[config.mk]
export PLATFORM = sky130hd
export DESIGN_NAME = buck_fault_protection_hiccup
export DESIGN_NICKNAME = d
export VERILOG_FILES = /design/src/core/fault_prot_pkg.sv /design/src/core/buck_fault_protection_hiccup.sv /design/src/core/oc_counter.sv
export SDC_FILE = /design/constraint.sdc
export NUM_CORES = 1
export LEC_CHECK = 0
export ABC_AREA = 1
export BUFFER_PORTS_ARGS = -buffer_cell sky130_fd_sc_hd__buf_2
export CAP_MARGIN = 20
export CORE_MARGIN = 1
export CORE_UTILIZATION = 39
export CTS_CLUSTER_DIAMETER = 100
export DETAILED_ROUTE_END_ITERATION = 12
export PLACE_DENSITY_LB_ADDON = 0.25
export SYNTH_ARGS = -nofsm -noshare
export SYNTH_HDL_FRONTEND = slang
export SYNTH_SLANG_ARGS = --single-unit
[constraint.sdc]
create_clock -name I_MCLK -period 7.7 [get_ports I_MCLK]
set_clock_uncertainty 0.2 [all_clocks]
set_input_delay 1.155 -clock I_MCLK [delete_from_list [all_inputs] [get_ports I_MCLK]]
set_output_delay 1.155 -clock I_MCLK [all_outputs]
set_load 0.02 [all_outputs]
[src/core/fault_prot_pkg.sv]
// Purpose: constants and carriers for the regulator fault-protection block
// Assumes: one clock at 40 MHz; a switching-cycle strobe marks each sample
// Notes:   time figures are kept in their own unit, cycle counts derive from them
// Functional notes
// - each switching cycle, compare each channel's sampled current with its limit
// - each slave block added to a channel raises its limit by 2A
// - one shared 4-bit counter counts up by one per channel overcurrent
// - both channels overcurrent in one cycle advances the counter by two
// - current back under limit before overflow clears the counter
// - both channels under limit in one cycle clears the counter
// - counter at all ones shuts both channels down together
// - shutdown starts a cool-down as long as soft-start, counter cleared at start
// - end of cool-down starts an ordinary soft-start automatically
// - both outputs started after retry gives output-in-window and normal running
// - overcurrent in retry needs a new overflow; hiccup repeats without limit
// - over-voltage drops output-in-window until voltage falls below release level
// - junction over temperature shuts both channels and sets a latch-off
// - thermal latch clears only by a fresh power-on reset
// - soft-start and cool-down each last a fixed 4 ms, reference stepping up
// - output-in-window held low in shutdown and until that channel finishes soft-start
// - two select inputs decode into one of four power-block configurations
package fault_prot_pkg;
  localparam int          CLK_HZ        = 40_000_000;
  localparam int          SS_TIME_US    = 4000;
  localparam int          SS_CYCLES     = SS_TIME_US * (CLK_HZ / 1_000_000);
  localparam int          CNT_W         = 4;
  localparam logic [3:0]  CNT_RESET     = 4'h0;
  localparam logic [3:0]  CNT_FULL      = 4'hf;
  localparam int          LIM_W         = 5;
  localparam logic [4:0]  LIM_BASE_A    = 5'h02;
  localparam logic [4:0]  LIM_STEP_A    = 5'h02;
  localparam int          REF_W         = 8;
  localparam int          SS_STEPS      = 256;
  localparam int          STEP_CYCLES   = SS_CYCLES / SS_STEPS;
  localparam logic [7:0]  REF_RESET     = 8'h00;

  // per-channel comparator inputs
  typedef struct packed {
    logic [4:0] current_a;
    logic       fb_over_voltage;
    logic       fb_ov_release;
  } chan_sense_s;

  // slave-block count per channel, from the select decode
  typedef struct packed {
    logic [2:0] slaves_a;
    logic [2:0] slaves_b;
  } block_cfg_s;

  typedef enum logic [3:0] {
    ST_OFF      = 4'b0001,
    ST_SOFT     = 4'b0010,
    ST_RUN      = 4'b0100,
    ST_COOL     = 4'b1000
  } prot_state_e;
endpackage

[src/core/buck_fault_protection_hiccup.sv]
// Purpose: overcurrent hiccup, over-voltage and thermal latch-off for two channels
// Assumes: comparator inputs synchronous to I_MCLK; I_CYCLE pulses once per switching cycle
// Notes:   I_RSTN is the power-on reset; outputs are all registered
`timescale 1ns/100ps
module buck_fault_protection_hiccup #(
  parameter int SS_CYCLES   = fault_prot_pkg::SS_CYCLES,
  parameter int STEP_CYCLES = fault_prot_pkg::STEP_CYCLES
) (
  input  wire logic                               I_MCLK,
  input  wire logic                               I_RSTN,
  input  wire logic                               I_CYCLE,
  input  wire logic                               I_ENABLE,
  input  wire logic                               I_CURRENT_CONFIG_SELECT_A,
  input  wire logic                               I_CURRENT_CONFIG_SELECT_B,
  input  wire fault_prot_pkg::chan_sense_s        I_SENSE_1,
  input  wire fault_prot_pkg::chan_sense_s        I_SENSE_2,
  input  wire logic                               I_OVER_TEMP,
  output logic                                    O_CHAN_ON,
  output logic [fault_prot_pkg::REF_W-1:0]        O_SS_REF,
  output logic [1:0]                              O_OVER_CURRENT,
  output logic                                    O_OUTPUT_IN_WINDOW_1,
  output logic                                    O_OUTPUT_IN_WINDOW_2,
  output logic                                    O_THERMAL_LATCHED
);
  // decode the select pair into slave counts per channel
  function automatic fault_prot_pkg::block_cfg_s decode_cfg(input logic [1:0] sel);
    fault_prot_pkg::block_cfg_s c;
    case (sel)
      2'b00:   c = '{slaves_a: 3'h2, slaves_b: 3'h2};
      2'b01:   c = '{slaves_a: 3'h3, slaves_b: 3'h1};
      2'b10:   c = '{slaves_a: 3'h1, slaves_b: 3'h3};
      default: c = '{slaves_a: 3'h4, slaves_b: 3'h0};
    endcase
    return c;
  endfunction

  // limit in amps: base of the master block plus 2A per slave
  function automatic logic [fault_prot_pkg::LIM_W-1:0] oc_limit(input logic [2:0] slaves);
    return fault_prot_pkg::LIM_BASE_A + 5'(slaves) * fault_prot_pkg::LIM_STEP_A;
  endfunction

  fault_prot_pkg::block_cfg_s    cfg_q, cfg_d;
  logic                          cfg_taken_q, cfg_taken_d;
  logic [fault_prot_pkg::LIM_W-1:0] lim_1, lim_2;
  logic [1:0]                    over_now;
  logic [1:0]                    oc_q, oc_d;
  logic                          oc_full;
  logic                          cnt_clear;
  logic [fault_prot_pkg::CNT_W-1:0] oc_count;
  fault_prot_pkg::prot_state_e   st_q, st_d;
  logic [31:0]                   tmr_q, tmr_d;
  logic [31:0]                   step_q, step_d;
  logic [fault_prot_pkg::REF_W-1:0] ref_q, ref_d;
  logic                          therm_q, therm_d;
  logic [1:0]                    ov_q, ov_d;
  logic [1:0]                    win_q, win_d;
  logic                          on_q, on_d;

  // capture the configuration once after power-on reset release
  always_comb begin
    cfg_taken_d = 1'b1;
    cfg_d       = cfg_taken_q ? cfg_q
                  : decode_cfg({I_CURRENT_CONFIG_SELECT_B, I_CURRENT_CONFIG_SELECT_A});
  end

  always_ff @(posedge I_MCLK or negedge I_RSTN) begin
    if (!I_RSTN) begin
      cfg_taken_q <= 1'b0;
      cfg_q       <= '{slaves_a: 3'h0, slaves_b: 3'h0};
    end else begin
      cfg_taken_q <= cfg_taken_d;
      cfg_q       <= cfg_d;
    end
  end

  // per-channel comparison, sampled once each switching cycle
  assign lim_1    = oc_limit(cfg_q.slaves_a);
  assign lim_2    = oc_limit(cfg_q.slaves_b);
  assign over_now = {I_SENSE_2.current_a > lim_2, I_SENSE_1.current_a > lim_1};

  always_comb begin
    oc_d = (I_CYCLE && on_q) ? over_now : oc_q;
  end

  always_ff @(posedge I_MCLK or negedge I_RSTN) begin
    if (!I_RSTN) begin
      oc_q <= 2'b00;
    end else begin
      oc_q <= oc_d;
    end
  end

  // shared counter, cleared on entering cool-down
  assign cnt_clear = (st_q != fault_prot_pkg::ST_COOL) && (st_d == fault_prot_pkg::ST_COOL);

  oc_counter u_oc_counter (
    .i_clk    (I_MCLK),
    .i_rst_n  (I_RSTN),
    .i_sample (I_CYCLE && on_q),
    .i_over   (over_now),
    .i_clear  (cnt_clear),
    .o_count  (oc_count),
    .o_full   (oc_full)
  );

  // thermal latch: set by over temperature, only power-on reset clears it
  always_comb begin
    therm_d = therm_q | I_OVER_TEMP;
  end

  always_ff @(posedge I_MCLK or negedge I_RSTN) begin
    if (!I_RSTN) begin
      therm_q <= 1'b0;
    end else begin
      therm_q <= therm_d;
    end
  end

  // sequencer: off, soft-start, run, cool-down
  always_comb begin
    st_d   = st_q;
    tmr_d  = tmr_q;
    step_d = step_q;
    ref_d  = ref_q;
    on_d   = on_q;
    case (st_q)
      fault_prot_pkg::ST_OFF: begin
        on_d  = 1'b0;
        ref_d = fault_prot_pkg::REF_RESET;
        if (I_ENABLE && cfg_taken_q && !therm_q) begin
          st_d   = fault_prot_pkg::ST_SOFT;
          tmr_d  = 32'h0;
          step_d = 32'h0;
          on_d   = 1'b1;
        end
      end
      fault_prot_pkg::ST_SOFT: begin
        tmr_d = tmr_q + 32'h1;
        if (step_q == 32'(STEP_CYCLES - 1)) begin
          step_d = 32'h0;
          if (ref_q != {fault_prot_pkg::REF_W{1'b1}}) begin
            ref_d = ref_q + 8'h01;
          end
        end else begin
          step_d = step_q + 32'h1;
        end
        if (tmr_q == 32'(SS_CYCLES - 1)) begin
          st_d  = fault_prot_pkg::ST_RUN;
          ref_d = {fault_prot_pkg::REF_W{1'b1}};
        end
      end
      fault_prot_pkg::ST_RUN: begin
        on_d = 1'b1;
      end
      fault_prot_pkg::ST_COOL: begin
        on_d  = 1'b0;
        ref_d = fault_prot_pkg::REF_RESET;
        tmr_d = tmr_q + 32'h1;
        if (tmr_q == 32'(SS_CYCLES - 1)) begin
          st_d   = fault_prot_pkg::ST_SOFT;
          tmr_d  = 32'h0;
          step_d = 32'h0;
          on_d   = 1'b1;
        end
      end
      default: begin
        st_d  = fault_prot_pkg::ST_OFF;
        on_d  = 1'b0;
        ref_d = fault_prot_pkg::REF_RESET;
      end
    endcase
    // overflow during soft-start or run: shut both, start cool-down
    if (oc_full && (st_q == fault_prot_pkg::ST_SOFT || st_q == fault_prot_pkg::ST_RUN)) begin
      st_d  = fault_prot_pkg::ST_COOL;
      tmr_d = 32'h0;
      on_d  = 1'b0;
      ref_d = fault_prot_pkg::REF_RESET;
    end
    // loss of enable outside cool-down stops the channels
    if (!I_ENABLE && st_q != fault_prot_pkg::ST_COOL) begin
      st_d  = fault_prot_pkg::ST_OFF;
      on_d  = 1'b0;
      ref_d = fault_prot_pkg::REF_RESET; // reference back to zero so a later start ramps
    end
    // thermal latch overrides everything
    if (therm_d) begin
      st_d  = fault_prot_pkg::ST_OFF;
      on_d  = 1'b0;
      ref_d = fault_prot_pkg::REF_RESET;
    end
  end

  always_ff @(posedge I_MCLK or negedge I_RSTN) begin
    if (!I_RSTN) begin
      st_q   <= fault_prot_pkg::ST_OFF;
      tmr_q  <= 32'h0;
      step_q <= 32'h0;
      ref_q  <= fault_prot_pkg::REF_RESET;
      on_q   <= 1'b0;
    end else begin
      st_q   <= st_d;
      tmr_q  <= tmr_d;
      step_q <= step_d;
      ref_q  <= ref_d;
      on_q   <= on_d;
    end
  end

  // over-voltage hysteresis and output-in-window per channel
  always_comb begin
    ov_d  = ov_q;
    win_d = 2'b00;
    for (int i = 0; i < 2; i++) begin
      fault_prot_pkg::chan_sense_s s;
      s = (i == 0) ? I_SENSE_1 : I_SENSE_2;
      if (s.fb_over_voltage) begin
        ov_d[i] = 1'b1;
      end else if (s.fb_ov_release) begin
        ov_d[i] = 1'b0;
      end
      win_d[i] = (st_d == fault_prot_pkg::ST_RUN) && !ov_d[i];
    end
  end

  always_ff @(posedge I_MCLK or negedge I_RSTN) begin
    if (!I_RSTN) begin
      ov_q  <= 2'b00;
      win_q <= 2'b00;
    end else begin
      ov_q  <= ov_d;
      win_q <= win_d;
    end
  end

  assign O_CHAN_ON            = on_q;
  assign O_SS_REF             = ref_q;
  assign O_OVER_CURRENT       = oc_q;
  assign O_OUTPUT_IN_WINDOW_1 = win_q[0];
  assign O_OUTPUT_IN_WINDOW_2 = win_q[1];
  assign O_THERMAL_LATCHED    = therm_q;

  // protection checks
  full_shutdown_a: assert property (@(posedge I_MCLK) disable iff (!I_RSTN)
    (oc_full && on_q) |=> !on_q)
    else $error("overflow did not shut channels down");
  therm_hold_a: assert property (@(posedge I_MCLK) disable iff (!I_RSTN)
    therm_q |=> therm_q)
    else $error("thermal latch cleared without reset");
  therm_off_a: assert property (@(posedge I_MCLK) disable iff (!I_RSTN)
    therm_q |-> (!on_q && st_q == fault_prot_pkg::ST_OFF))
    else $error("channels active while thermally latched");
  cool_clear_a: assert property (@(posedge I_MCLK) disable iff (!I_RSTN)
    (st_q != fault_prot_pkg::ST_COOL && st_d == fault_prot_pkg::ST_COOL) |=> oc_count == 4'h0)
    else $error("counter not cleared entering cool-down");
  window_low_a: assert property (@(posedge I_MCLK) disable iff (!I_RSTN)
    (st_q != fault_prot_pkg::ST_RUN) |-> !(win_q[0] || win_q[1]))
    else $error("output-in-window high outside run");
  ov_drop_a: assert property (@(posedge I_MCLK) disable iff (!I_RSTN)
    I_SENSE_1.fb_over_voltage |=> !win_q[0])
    else $error("window stayed high on over-voltage");
  win_two_drop_a: assert property (@(posedge I_MCLK) disable iff (!I_RSTN)
    I_SENSE_2.fb_over_voltage |=> !win_q[1])
    else $error("second window stayed high on over-voltage");
  temp_trip_a: assert property (@(posedge I_MCLK) disable iff (!I_RSTN)
    I_OVER_TEMP |=> (therm_q && !on_q))
    else $error("over temperature did not latch off");

  // sequencer consistency
  on_state_a: assert property (@(posedge I_MCLK) disable iff (!I_RSTN)
    on_q == (st_q == fault_prot_pkg::ST_SOFT || st_q == fault_prot_pkg::ST_RUN))
    else $error("channel enable disagrees with sequencer state");
  ref_off_a: assert property (@(posedge I_MCLK) disable iff (!I_RSTN)
    (st_q == fault_prot_pkg::ST_OFF || st_q == fault_prot_pkg::ST_COOL) |-> ref_q == 8'h00)
    else $error("reference not zero while channels are off");
  ref_run_a: assert property (@(posedge I_MCLK) disable iff (!I_RSTN)
    (st_q == fault_prot_pkg::ST_RUN) |-> ref_q == 8'hff)
    else $error("reference not at full scale in run");
  enable_off_a: assert property (@(posedge I_MCLK) disable iff (!I_RSTN)
    (!I_ENABLE && st_q != fault_prot_pkg::ST_COOL) |=> (!on_q && !(win_q[0] || win_q[1])))
    else $error("channels or windows active without enable");

  // sampling and configuration
  flag_hold_a: assert property (@(posedge I_MCLK) disable iff (!I_RSTN)
    !(I_CYCLE && on_q) |=> oc_q == $past(oc_q))
    else $error("over-current flags moved without a sample");
  flag_take_a: assert property (@(posedge I_MCLK) disable iff (!I_RSTN)
    (I_CYCLE && on_q) |=> oc_q == $past(over_now))
    else $error("over-current flags not taken on a sample");
  cfg_hold_a: assert property (@(posedge I_MCLK) disable iff (!I_RSTN)
    cfg_taken_q |=> cfg_q == $past(cfg_q))
    else $error("configuration changed after capture");

  // main scenarios: hiccup, retry, thermal, over-voltage, both channels over

  cover_hiccup: cover property (@(posedge I_MCLK) disable iff (!I_RSTN)
    st_q == fault_prot_pkg::ST_COOL ##1 st_q == fault_prot_pkg::ST_COOL);
  cover_retry: cover property (@(posedge I_MCLK) disable iff (!I_RSTN)
    st_q == fault_prot_pkg::ST_COOL ##1 st_q == fault_prot_pkg::ST_SOFT);
  cover_therm: cover property (@(posedge I_MCLK) disable iff (!I_RSTN) $rose(therm_q));
  cover_window_drop: cover property (@(posedge I_MCLK) disable iff (!I_RSTN)
    st_q == fault_prot_pkg::ST_RUN && $fell(win_q[0]));
  cover_both_over: cover property (@(posedge I_MCLK) disable iff (!I_RSTN)
    I_CYCLE && on_q && over_now == 2'b11);
endmodule // buck_fault_protection_hiccup

[src/core/oc_counter.sv]
// Purpose: shared overcurrent counter for both channels
// Assumes: sample strobe is one cycle wide per switching cycle
// Notes:   clear input from the sequencer wins over counting
`timescale 1ns/100ps
module oc_counter (
  input  wire logic                   i_clk,
  input  wire logic                   i_rst_n,
  input  wire logic                   i_sample,
  input  wire logic [1:0]             i_over,
  input  wire logic                   i_clear,
  output logic [fault_prot_pkg::CNT_W-1:0] o_count,
  output logic                        o_full
);
  logic [fault_prot_pkg::CNT_W-1:0] cnt_q, cnt_d;
  logic [fault_prot_pkg::CNT_W:0]   sum;

  // next count: up by the number of channels over, clear when both under, saturate
  always_comb begin
    sum   = {1'b0, cnt_q} + {3'h0, i_over[0]} + {3'h0, i_over[1]};
    cnt_d = cnt_q;
    if (i_clear) begin
      cnt_d = fault_prot_pkg::CNT_RESET;
    end else if (i_sample) begin
      if (i_over == 2'b00) begin
        cnt_d = fault_prot_pkg::CNT_RESET;
      end else if (sum[fault_prot_pkg::CNT_W]) begin
        cnt_d = fault_prot_pkg::CNT_FULL; // two steps from 14 still stop at full
      end else begin
        cnt_d = sum[fault_prot_pkg::CNT_W-1:0];
      end
    end
  end

  // counter register
  always_ff @(posedge i_clk or negedge i_rst_n) begin
    if (!i_rst_n) begin
      cnt_q <= fault_prot_pkg::CNT_RESET;
    end else begin
      cnt_q <= cnt_d;
    end
  end

  assign o_count = cnt_q;
  assign o_full  = (cnt_q == fault_prot_pkg::CNT_FULL);

  count_two_a: assert property (@(posedge i_clk) disable iff (!i_rst_n)
    (i_sample && !i_clear && i_over == 2'b11 && cnt_q < 4'hd) |=> cnt_q == $past(cnt_q) + 4'h2)
    else $error("counter did not advance by two");
  count_clear_a: assert property (@(posedge i_clk) disable iff (!i_rst_n)
    (i_sample && i_over == 2'b00) |=> cnt_q == 4'h0)
    else $error("counter not cleared with both channels under limit");
  count_one_a: assert property (@(posedge i_clk) disable iff (!i_rst_n)
    (i_sample && !i_clear && $onehot(i_over) && cnt_q < 4'hf) |=> cnt_q == $past(cnt_q) + 4'h1)
    else $error("counter did not advance by one");
endmodule // oc_counter

# Word-level counts from Yosys, hierarchy flattened
# Cells that the tools add are included.
# W data, S select, Z words.
dict set report word_totals {
  ff_bits 95
  output_inout_bits 14
  elab_cells 100
}
dict set report classes {
  add_sub_neg 7
  order_cmp 2
  n_eq_ne 20
  n_mux 36
  bitwise 1
  reduce_logical 21
}
# op count
set op_table {}
lappend op_table {{$pmux W32 S3} 2}
lappend op_table {{$mux W32} 5}
lappend op_table {{$add A32 B1 Y32 const B} 2}
lappend op_table {{$mux W8} 6}
lappend op_table {{$mux W4} 10}
lappend op_table {{$eq A32 B10 Y1 const B} 1}
lappend op_table {{$eq A32 B18 Y1 const B} 1}
lappend op_table {{$pmux W6 S3} 1}
lappend op_table {{$pmux W4 S4} 1}
lappend op_table {{$pmux W8 S2} 1}
lappend op_table {{$eq A4 B4 Y1 const B} 3}
lappend op_table {{$ne A6 B4 Y1 const B} 2}
lappend op_table {{$add A2 B4 Y5 const A} 2}
lappend op_table {{$gt A5 B5 Y1} 2}
lappend op_table {{$mux W1} 9}
lappend op_table {{$add A8 B1 Y8 const B} 1}
lappend op_table {{$eq A4 B3 Y1 const B} 2}
lappend op_table {{$logic_and A1 B1 Y1} 8}
lappend op_table {{$ne A4 B2 Y1 const B} 2}
lappend op_table {{$ne A8 B8 Y1 const B} 1}
lappend op_table {{$reduce_and A3 Y1} 2}
lappend op_table {{$add A4 B1 Y5} 1}
lappend op_table {{$add A5 B1 Y5} 1}
lappend op_table {{$eq A4 B1 Y1 const B} 1}
lappend op_table {{other kinds (15)} 20}

# Depth between registers and ports, before layout
# Gate-level depths: netlist of the first run.
dict set report depth {
  depth_word 10
  mapped_depth 16
}

# Cells and area by module
# Synthesis of the first run repeated with hierarchy kept, for this count alone.
dict set report unflattened {
  cells_unflattened 866
  hier_area_um2 6164.7
}
# module instances cells_each area_each_um2
set by_module_without_submodules {}
lappend by_module_without_submodules {buck_fault_protection_hiccup 1 825 5878.1}
lappend by_module_without_submodules {oc_counter 1 41 286.5}

# Worst setup path after synthesis of the first run
# No wires, ideal clock.
dict set report synth_timing {
  path_type {input -> register}
  start {input I_SENSE_2[5] (netlist name)}
  end {register u_oc_counter.cnt_q, in the netlist u_oc_counter.o_count[3]}
  t_arrival_ps 2914
  t_required_ps 7373
  slack_ps 4459
  cell_stages 12
  path_buffers 0
  cell_sequence {ha_1 -> a21oi_1 -> o21ai_0 -> a21oi_1 -> inv_1 -> fa_1 -> ha_1 -> nand2_1 -> nor3b_1 -> a21oi_1 -> nand4_1 -> o21ai_0}
}
dict set report synth_between {
  elab_chain_len 6
  elab_cells_between_ends 7
  classes_between {add/sub: 1; order compare: 1; mux: 4; reduce/logical: 1}
}
# item line_no
set synth_lines {}
lappend synth_lines {{from (decl)} buck_fault_protection_hiccup.sv:16} ;# input wire fault_prot_pkg::chan_sense_s I_SENSE_2,
lappend synth_lines {{$gt A5 B5 Y1 *} buck_fault_protection_hiccup.sv:79} ;# assign over_now = {I_SENSE_2.current_a > lim_2, I_SENSE_1.current_a > lim_1};
lappend synth_lines {{named net over_now[1]} buck_fault_protection_hiccup.sv:45} ;# logic [1:0] over_now;
lappend synth_lines {{$add A5 B1 Y5} oc_counter.sv:19} ;# sum = {1'b0, cnt_q} + {3'h0, i_over[0]} + {3'h0, i_over[1]};
lappend synth_lines {{$mux W4} oc_counter.sv:26} ;# end else if (sum[fault_prot_pkg::CNT_W]) begin
lappend synth_lines {{$mux W4 *} oc_counter.sv:24} ;# if (i_over == 2'b00) begin
lappend synth_lines {{$mux W4 *} oc_counter.sv:23} ;# end else if (i_sample) begin
lappend synth_lines {{$mux W4 *} oc_counter.sv:21} ;# if (i_clear) begin
lappend synth_lines {{to (signal assigned)} oc_counter.sv:37} ;# cnt_q <= fault_prot_pkg::CNT_RESET;
lappend synth_lines {{to (signal assigned)} oc_counter.sv:39} ;# cnt_q <= cnt_d;
lappend synth_lines {{to (decl)} oc_counter.sv:14} ;# logic [fault_prot_pkg::CNT_W-1:0] cnt_q, cnt_d;
# Mark *: on every way through the listed nets, which the timed path passes. The rest lies on a longest branch. The select of a mux whose other input is x is not followed.
# A chain may end at the register's enable or synchronous reset.

# Worst setup path after layout of the first run
dict set report layout_timing {
  start {register st_q[3]}
  end {register tmr_q[0]}
}
dict set report layout_between {
  elab_chain_len 5
  elab_cells_between_ends 11
  classes_between {eq/ne: 5; mux: 2; reduce/logical: 4}
}
# item line_no
set layout_lines {}
lappend layout_lines {{from (decl)} buck_fault_protection_hiccup.sv:50} ;# fault_prot_pkg::prot_state_e st_q, st_d;
lappend layout_lines {{from (signal assigned)} buck_fault_protection_hiccup.sv:195} ;# st_q <= fault_prot_pkg::ST_OFF;
lappend layout_lines {{from (signal assigned)} buck_fault_protection_hiccup.sv:201} ;# st_q <= st_d;
lappend layout_lines {{$eq A4 B2 Y1 or $eq A4 B3 Y1 (tied branches)} {buck_fault_protection_hiccup.sv:126, buck_fault_protection_hiccup.sv:173}}
lappend layout_lines {{$logic_or A1 B1 Y1} buck_fault_protection_hiccup.sv:173} ;# if (oc_full && (st_q == fault_prot_pkg::ST_SOFT || st_q == fault_prot_pkg::ST_RUN)) begin
lappend layout_lines {{$logic_and A1 B1 Y1} buck_fault_protection_hiccup.sv:173}
lappend layout_lines {{$ne A3 B3 Y1 (no source line) or $reduce_bool A4 Y1 (tied branches)} n/a}
lappend layout_lines {{$reduce_and A2 Y1 (no source line)} n/a}
lappend layout_lines {{to (signal assigned)} buck_fault_protection_hiccup.sv:202} ;# tmr_q <= tmr_d;
lappend layout_lines {{to (decl)} buck_fault_protection_hiccup.sv:51} ;# logic [31:0] tmr_q, tmr_d;
# Several ways; a longest one is shown, not always the timed one.

==> results of run 1 <==
==> power breakdown <==
| part | total (mW) | internal (mW) | leakage (nW) | switching [mW] |
|---|---|---|---|---|
| clock | 0.432 | 0.223 | 0.130 | 0.208 |
| sequential | 0.579 | 0.528 | 1.09 | 0.0509 |
| combinational | 0.187 | 0.0675 | 2.22 | 0.120 |
==> metrics by stage <==
| step | instances | hold slack [ps] |
|---|---|---|
| finish | 1172 | 285 |
| global route | 1172 | 337 |
| CTS | 1172 | 295 |
| detailed placement | 1156 | 278 |
| global placement | 1156 | 274 |
| floorplan | 925 | 253 |
==> layout make-up <==
class | count | share of cell area, %
Clock buffer | 9 | 3.23
Sequential cell | 93 | 33.4
Clock inverter | 7 | 0.808
Tap cell | 216 | 3.88
Multi-Input combinational cell | 698 | 49.8
Timing Repair Buffer | 36 | 2.69
Inverter | 113 | 6.11
==> sequential cells by signal, summed over array words and instances, names as in the netlist <==
signal                cells
step_q                   32
tmr_q                    32
O_SS_REF                  8
cfg_q                     4
st_q                      4
u_oc_counter.o_count      4
O_OVER_CURRENT            2
ov_q                      2
win_q                     2
O_CHAN_ON                 1
O_THERMAL_LATCHED         1
cfg_taken_q               1
==> path summary, 6_finish.rpt <==
kind,start,endpoint,slack [ps],cells past startpoint
min reg2reg,O_OVER_CURRENT[0],O_OVER_CURRENT[0],280,2
max,st_q[3],tmr_q[0],4310,8
max reg2reg,st_q[3],tmr_q[0],4310,8
min,O_OVER_CURRENT[0],O_OVER_CURRENT[0],280,2
min in group asynchronous,I_RSTN,step_q[21],550,1
max in group asynchronous,I_RSTN,tmr_q[11],5640,2
==> cell families after synthesis <==
logic type / Yosys count / synth area share, %
buf+inv: 134 / 8.69
flops: 93 / 36.7
simple gates: 549 / 37.4
xor+xnor: 32 / 4.41
other cells: 1 / 0.0590
compound gates: 97 / 8.96
fa+ha+maj: 19 / 3.86
==> cell usage in the layout, fill, tap and decap left out, types with 5 or more instances in the layout <==
master / netlist / final
nand2_1: 281 / 281
nand4_1: 24 / 24
dfrtp_1: 92 / 92
nor2_4: 5 / 5
nor2_2: 5 / 5
nor2_1: 125 / 125
inv_1: 105 / 105
inv_2: 7 / 7
o22ai_1: 12 / 12
xor2_1: 29 / 29
ha_1: 18 / 18
o2111ai_1: 16 / 16
nand3_1: 64 / 64
o21ai_1: 14 / 14
nor3_1: 28 / 28
buf_2: 7 / 33
a21oi_1: 12 / 12
o21ai_0: 40 / 40
clkbuf_16: 0 / 9
==> worst max-delay path: stages (launching register included) <==
cell,delay (ps)
dfrtp_1,400
inv_1,90
nand4_1,510
nand2_1,220
nand3_1,680
nand2_2,630
inv_2,290
nor2_1,150
a21oi_1,50
==> routing by layer <==
metal	GRT usage, %	up-vias
met1	28.7	2729
li1	-	3036
met5	0	-
met3	2.15	9
met4	5.34	0
met2	32.5	126
==> results.md, run 1 <==
* Clock sinks at 93
* Fill cells at around 1,700
* Sequential area share after synthesis at a little over a third
* Number of flops mapped to enable cells by yosys at 0
* Ys async rst share at between 90% and 100%
* Syn. warnings at 0
* Post-synth top flop: dfrtp_1
* CP Class: flop to flop
* Total Routing Usage GR at approximately a fifth
* Met3 WL at just over 600 um
* DIE HEIGHT at 130 um
* Layout cells sized above 1 at slightly below 9%
* Final hold violation count at 0
* Pleak at approximately 3.4 nW
* PD cells at between 150 and 200 nW/um^2
* VDD IR max at 0.113 mV
* Area post-placement at 6680 um^2
* Mapped Nets at 965
* CTS resizes at 0
* Cell area after layout at roughly 7000 um^2
* Num ports at 35
* Max Fanout on Critical Path at 21
* Worst skew pair latency at about 350 ps
* Worst-path clk slew at 70 ps
* Synth-to-Final Area Change at 9.65%
* TNS Setup at 0 ps
* Final ANT Viol Nets at 0
* Slew Limit Fails at 0
* Normalized max-slew margin at roughly 36%
* Post-Syn Area per Cell at between 6 and 7 um^2
* CTS H-Tree Depth at 3
* Register Area at 2330 um^2
* Drt wl/cell at between 10 and 15 um
* Dominant cells by area after synthesis: dfrtp_1 36%, nand2_1 17%, nor2_1 7.4%, inv_1 6.2%, nand3_1 5.0%
* Most common cell in the netlist: nand2_1
* Top cell type's share of synthesized area at a little over a third
* IO Port Bufs at 34
* Congestion Overflow GR at 0
* Worst Hold Class: flop to flop
* Unrepaired setup endpoints after global routing: false
* Drt first-iter violations at about 450
* Final setup vio count at 0
* WL met2 at ~7000 um
* Cell Area, Synth at ~6400 um^2
* Antenna diodes at 0
* Drt pass-1 iters at 5
* Initial core utilization at roughly 40%
* Most common library cells after synthesis: 281 x nand2_1, 125 x nor2_1, 105 x inv_1, 92 x dfrtp_1, 64 x nand3_1
* Final period utilization at ~44%
* DR DRC count at 0
* Setup bufs post-CTS at 0
* Initial antenna violation count at 0
* Via count at 5,900
* Nets at just under 1,000
* Final worst slack at around 4300 ps
* Fin util at a little over two fifths
* Setup WS pre-CTS at 4150 ps
* First-pass GRT wire length at roughly 27,000 um
* Top Layer Used: met4
* Footprint of the multi-input gates at between 3000 and 4000 um^2
* Hold buffer count at cts at 0
* Status: complete, no violations
* CTS max path bufs at 2
* Vias in the first global route at ~5,400
* Die area at around 17,000 um^2
* DRT met1 WL at between 7000 and 8000 um
* Fmax at about 300 MHz
* Crit end category: flop
* Cell accounting for the most synthesized area: dfrtp_1
* CTS tree: done
* Post-detail-place hpwl at around 12,000 um
* CTS buffer count at 9
* Synth cell types at 38
* Die X at between 100 and 150 um
* Largest net degree at the start of global routing at 60
* Slew at the pin closest to its max-slew limit at roughly 950 ps
* Max cap viols at 0
* Synthesized instance count at roughly 930
* Critical Path RT at around 7700 ps
* Total power at ~1.2 mW
* Core Footprint at ~16,000 um^2
* Arr. time, crit path at about 3400 ps
* Via density per instance at slightly above 5
* Wirelength, routed at about 16,000 um
* Rows at between 40 and 50
* Root Buffer: clkbuf_16
* CP startpoint kind: flop
* Tmin final at roughly 3400 ps
* Post-synthesis register bit count at 93
* Placer Congestion at 0.915
No activity file was read; power rests on OpenSTA's default activity.
==> run 2, diff against run 1 <==
- clock period: 7.7 -> 3.15 ns (I/O delays scaled with it)
==> results.md, run 2 (synthesis gave the netlist of run 1 again) <==
* VDD IR max at 0.280 mV (+150%)
* Worst Hold End: ov_q[1]
* CP delay by family, top: adder cells
* CP max stage delay at 420 ps (-260 ps)
* Die area at 16,800 um^2 (unchanged)
* Normalized max-slew margin at 48.6% (+13 points)
* CTS buffer count at 9 (unchanged)
* Die X at 130 um (unchanged)
* GRT met2 Usage at 32.5% (unchanged)
* Worst Hold Depth at 2 (unchanged)
* Num ports at 35 (unchanged)
* Status: complete, no violations
* Max Fanout on Critical Path at 4 (-81%)
* CP Class: flop to flop
* Worst skew pair latency at 360 ps (about the same)
* CTS max path bufs at 2 (unchanged)
* Layout cells sized above 1 at 9.64% (+0.96 points)
* Clock sinks at 93 (unchanged)
* Pleak at 3.51 nW (+2.0%)
* Congestion Overflow GR at 0 (unchanged)
* Tmin final at 2860 ps (-530 ps)
* Largest net degree at the start of global routing at 47 (-22%)
* Total Routing Usage GR at 20.9% (+0.73 points)
* GR Util met3 at 2.97% (+0.83 points)
* TNS Setup at 0 ps (unchanged)
* Cell Chain, Critical Path: ha_1 > inv_1 > ha_1 > inv_1 > nor2_1 > o21ai_0 > nand2_1 > nand2_2 > inv_1 > fa_2 > ha_1 > nand2_1 > nor3b_2 > a21oi_1 > nand4_1 > o21ai_0
* Fmax at 350 MHz (+19%)
* First-pass GRT wire length at 27,400 um (+3.0%)
* Worst Hold Class: input pin to flop
* Slew Limit Fails at 0 (unchanged)
* Slew at the pin closest to its max-slew limit at 770 ps (-183 ps)
* FF-to-FF path depth at 16 (+8)
* Worst-path clk slew at 70 ps (about the same)
* Arr. time, crit path at 2890 ps (-490 ps)
* Placer Congestion at 0.932 (+1.8%)
* DR DRC count at 0 (unchanged)
* Final hold slack at 111 ps (-173 ps)
* DIE HEIGHT at 130 um (unchanged)
* Final period utilization at 90.8% (+47 points)
* Critical-path top delay cell: dfrtp_1
* Setup bufs post-CTS at 0 (unchanged)
* CTS H-Tree Depth at 3 (unchanged)
* Final ANT Viol Nets at 0 (unchanged)
* Reg2Reg Setup Slack at 290 ps (-4020 ps)
* Post-detail-place hpwl at 12,000 um (+1.3%)
* Core Footprint at 15,900 um^2 (unchanged)
* Drt pass-1 iters at 5 (unchanged)
* Via count at 5,969 (+1.2%)
* Most frequent cells in the layout: 280 x nand2_1, 125 x nor2_1, 105 x inv_1
* Initial core utilization at 40.0% (unchanged)
* Antenna diodes at 0 (unchanged)
* Fin cells at 1,181 (+0.77%)
* Hold_sp: I_SENSE_2[0]
* Final hold violation count at 0 (unchanged)
* Most common cell after layout, fill and taps aside: nand2_1
* Crit end category: flop
* GR Util met1 at 29.8% (+1.1 points)
* Via density per instance at 5.05 (+0.40%)
* CP startpoint kind: flop
* Rows at 46 (unchanged)
* Placed insts at 1,164 (+0.69%)
* Critical Path RT at 3180 ps (-4510 ps)
* Final setup vio count at 0 (unchanged)
* Max cap viols at 0 (unchanged)
* Drt wl/cell at 13.7 um (+1.1%)
* Initial antenna violation count at 0 (unchanged)
* Vias in the first global route at 5,501 (+2.6%)
* Unrepaired setup endpoints after global routing: false
* IO Port Bufs at 34 (unchanged)
* GRT Max-Usage Layer: met2
* Wirelength, routed at 16,200 um (+1.9%)
* CTS tree: done
* Worst r2r dst: u_oc_counter.o_count[3]
* CP Buf/Inv Count at 3 (+1)
* Root Buffer: clkbuf_16
* Synth-to-Final Area Change at 11.5%
* RR Startpoint: cfg_q[3]
* PD cells at 428 nW/um^2 (+150%)
* Nets at 1,000 (+0.91%)
* Drt first-iter violations at 486 (+7.3%)
==> run 2: worst max path at each step <==
stage,startpoint,endpoint,slack [ps],cells past startpoint
global placement,cfg_q[3],u_oc_counter.o_count[3],220,16
detailed placement,cfg_q[3],u_oc_counter.o_count[3],200,16
global route,cfg_q[3],u_oc_counter.o_count[3],50,16
floorplan,cfg_q[3],u_oc_counter.o_count[3],390,16
finish,cfg_q[3],u_oc_counter.o_count[3],290,16
CTS,cfg_q[3],u_oc_counter.o_count[3],160,16
==> run 2: repair_timing <==
item	CTS	global route
setup endpoints to repair	0	1
hold buffers	1	0
gates resized for setup	0	3
endpoints found under the hold margin	44	0
==> run 2: area by class of cell <==
| class | instances | area (um^2) |
|---|---|---|
| clock buffer | 11 | 243 |
| clock inverter | 5 | 65.1 |
| fill | 1671 | 8800 |
| inverter | 113 | 425 |
| multi-input combinational | 698 | 3480 |
| sequential | 93 | 2330 |
| tap | 216 | 270 |
| timing repair buffer | 45 | 270 |
==> run 2: metrics by stage <==
step | area (um^2) | power, mW | util [%] | setup WS, ps
final | 7080 | 3.04 | 44.6 | 290
after global routing | 7080 | 3.22 | 44.6 | 51.0
after CTS | 7070 | 3.06 | 44.5 | 164
after detailed placement | 6760 | 1.89 | 42.5 | 196
after global placement | 6760 | 1.89 | 42.5 | 223
after floorplan | 6350 | 1.74 | - | 386
==> run 2: power by group <==
group / switching (mW) / leakage [nW] / internal, mW
sequential: 0.125 / 1.09 / 1.29
clock: 0.508 / 0.151 / 0.648
combinational: 0.295 / 2.27 / 0.169
==> run 2: routing by layer <==
layer,up-vias,part of all wire [%]
met3,15,4.3
met1,2784,50
li1,3047,-
met5,-,0
met4,0,1.5
met2,123,44
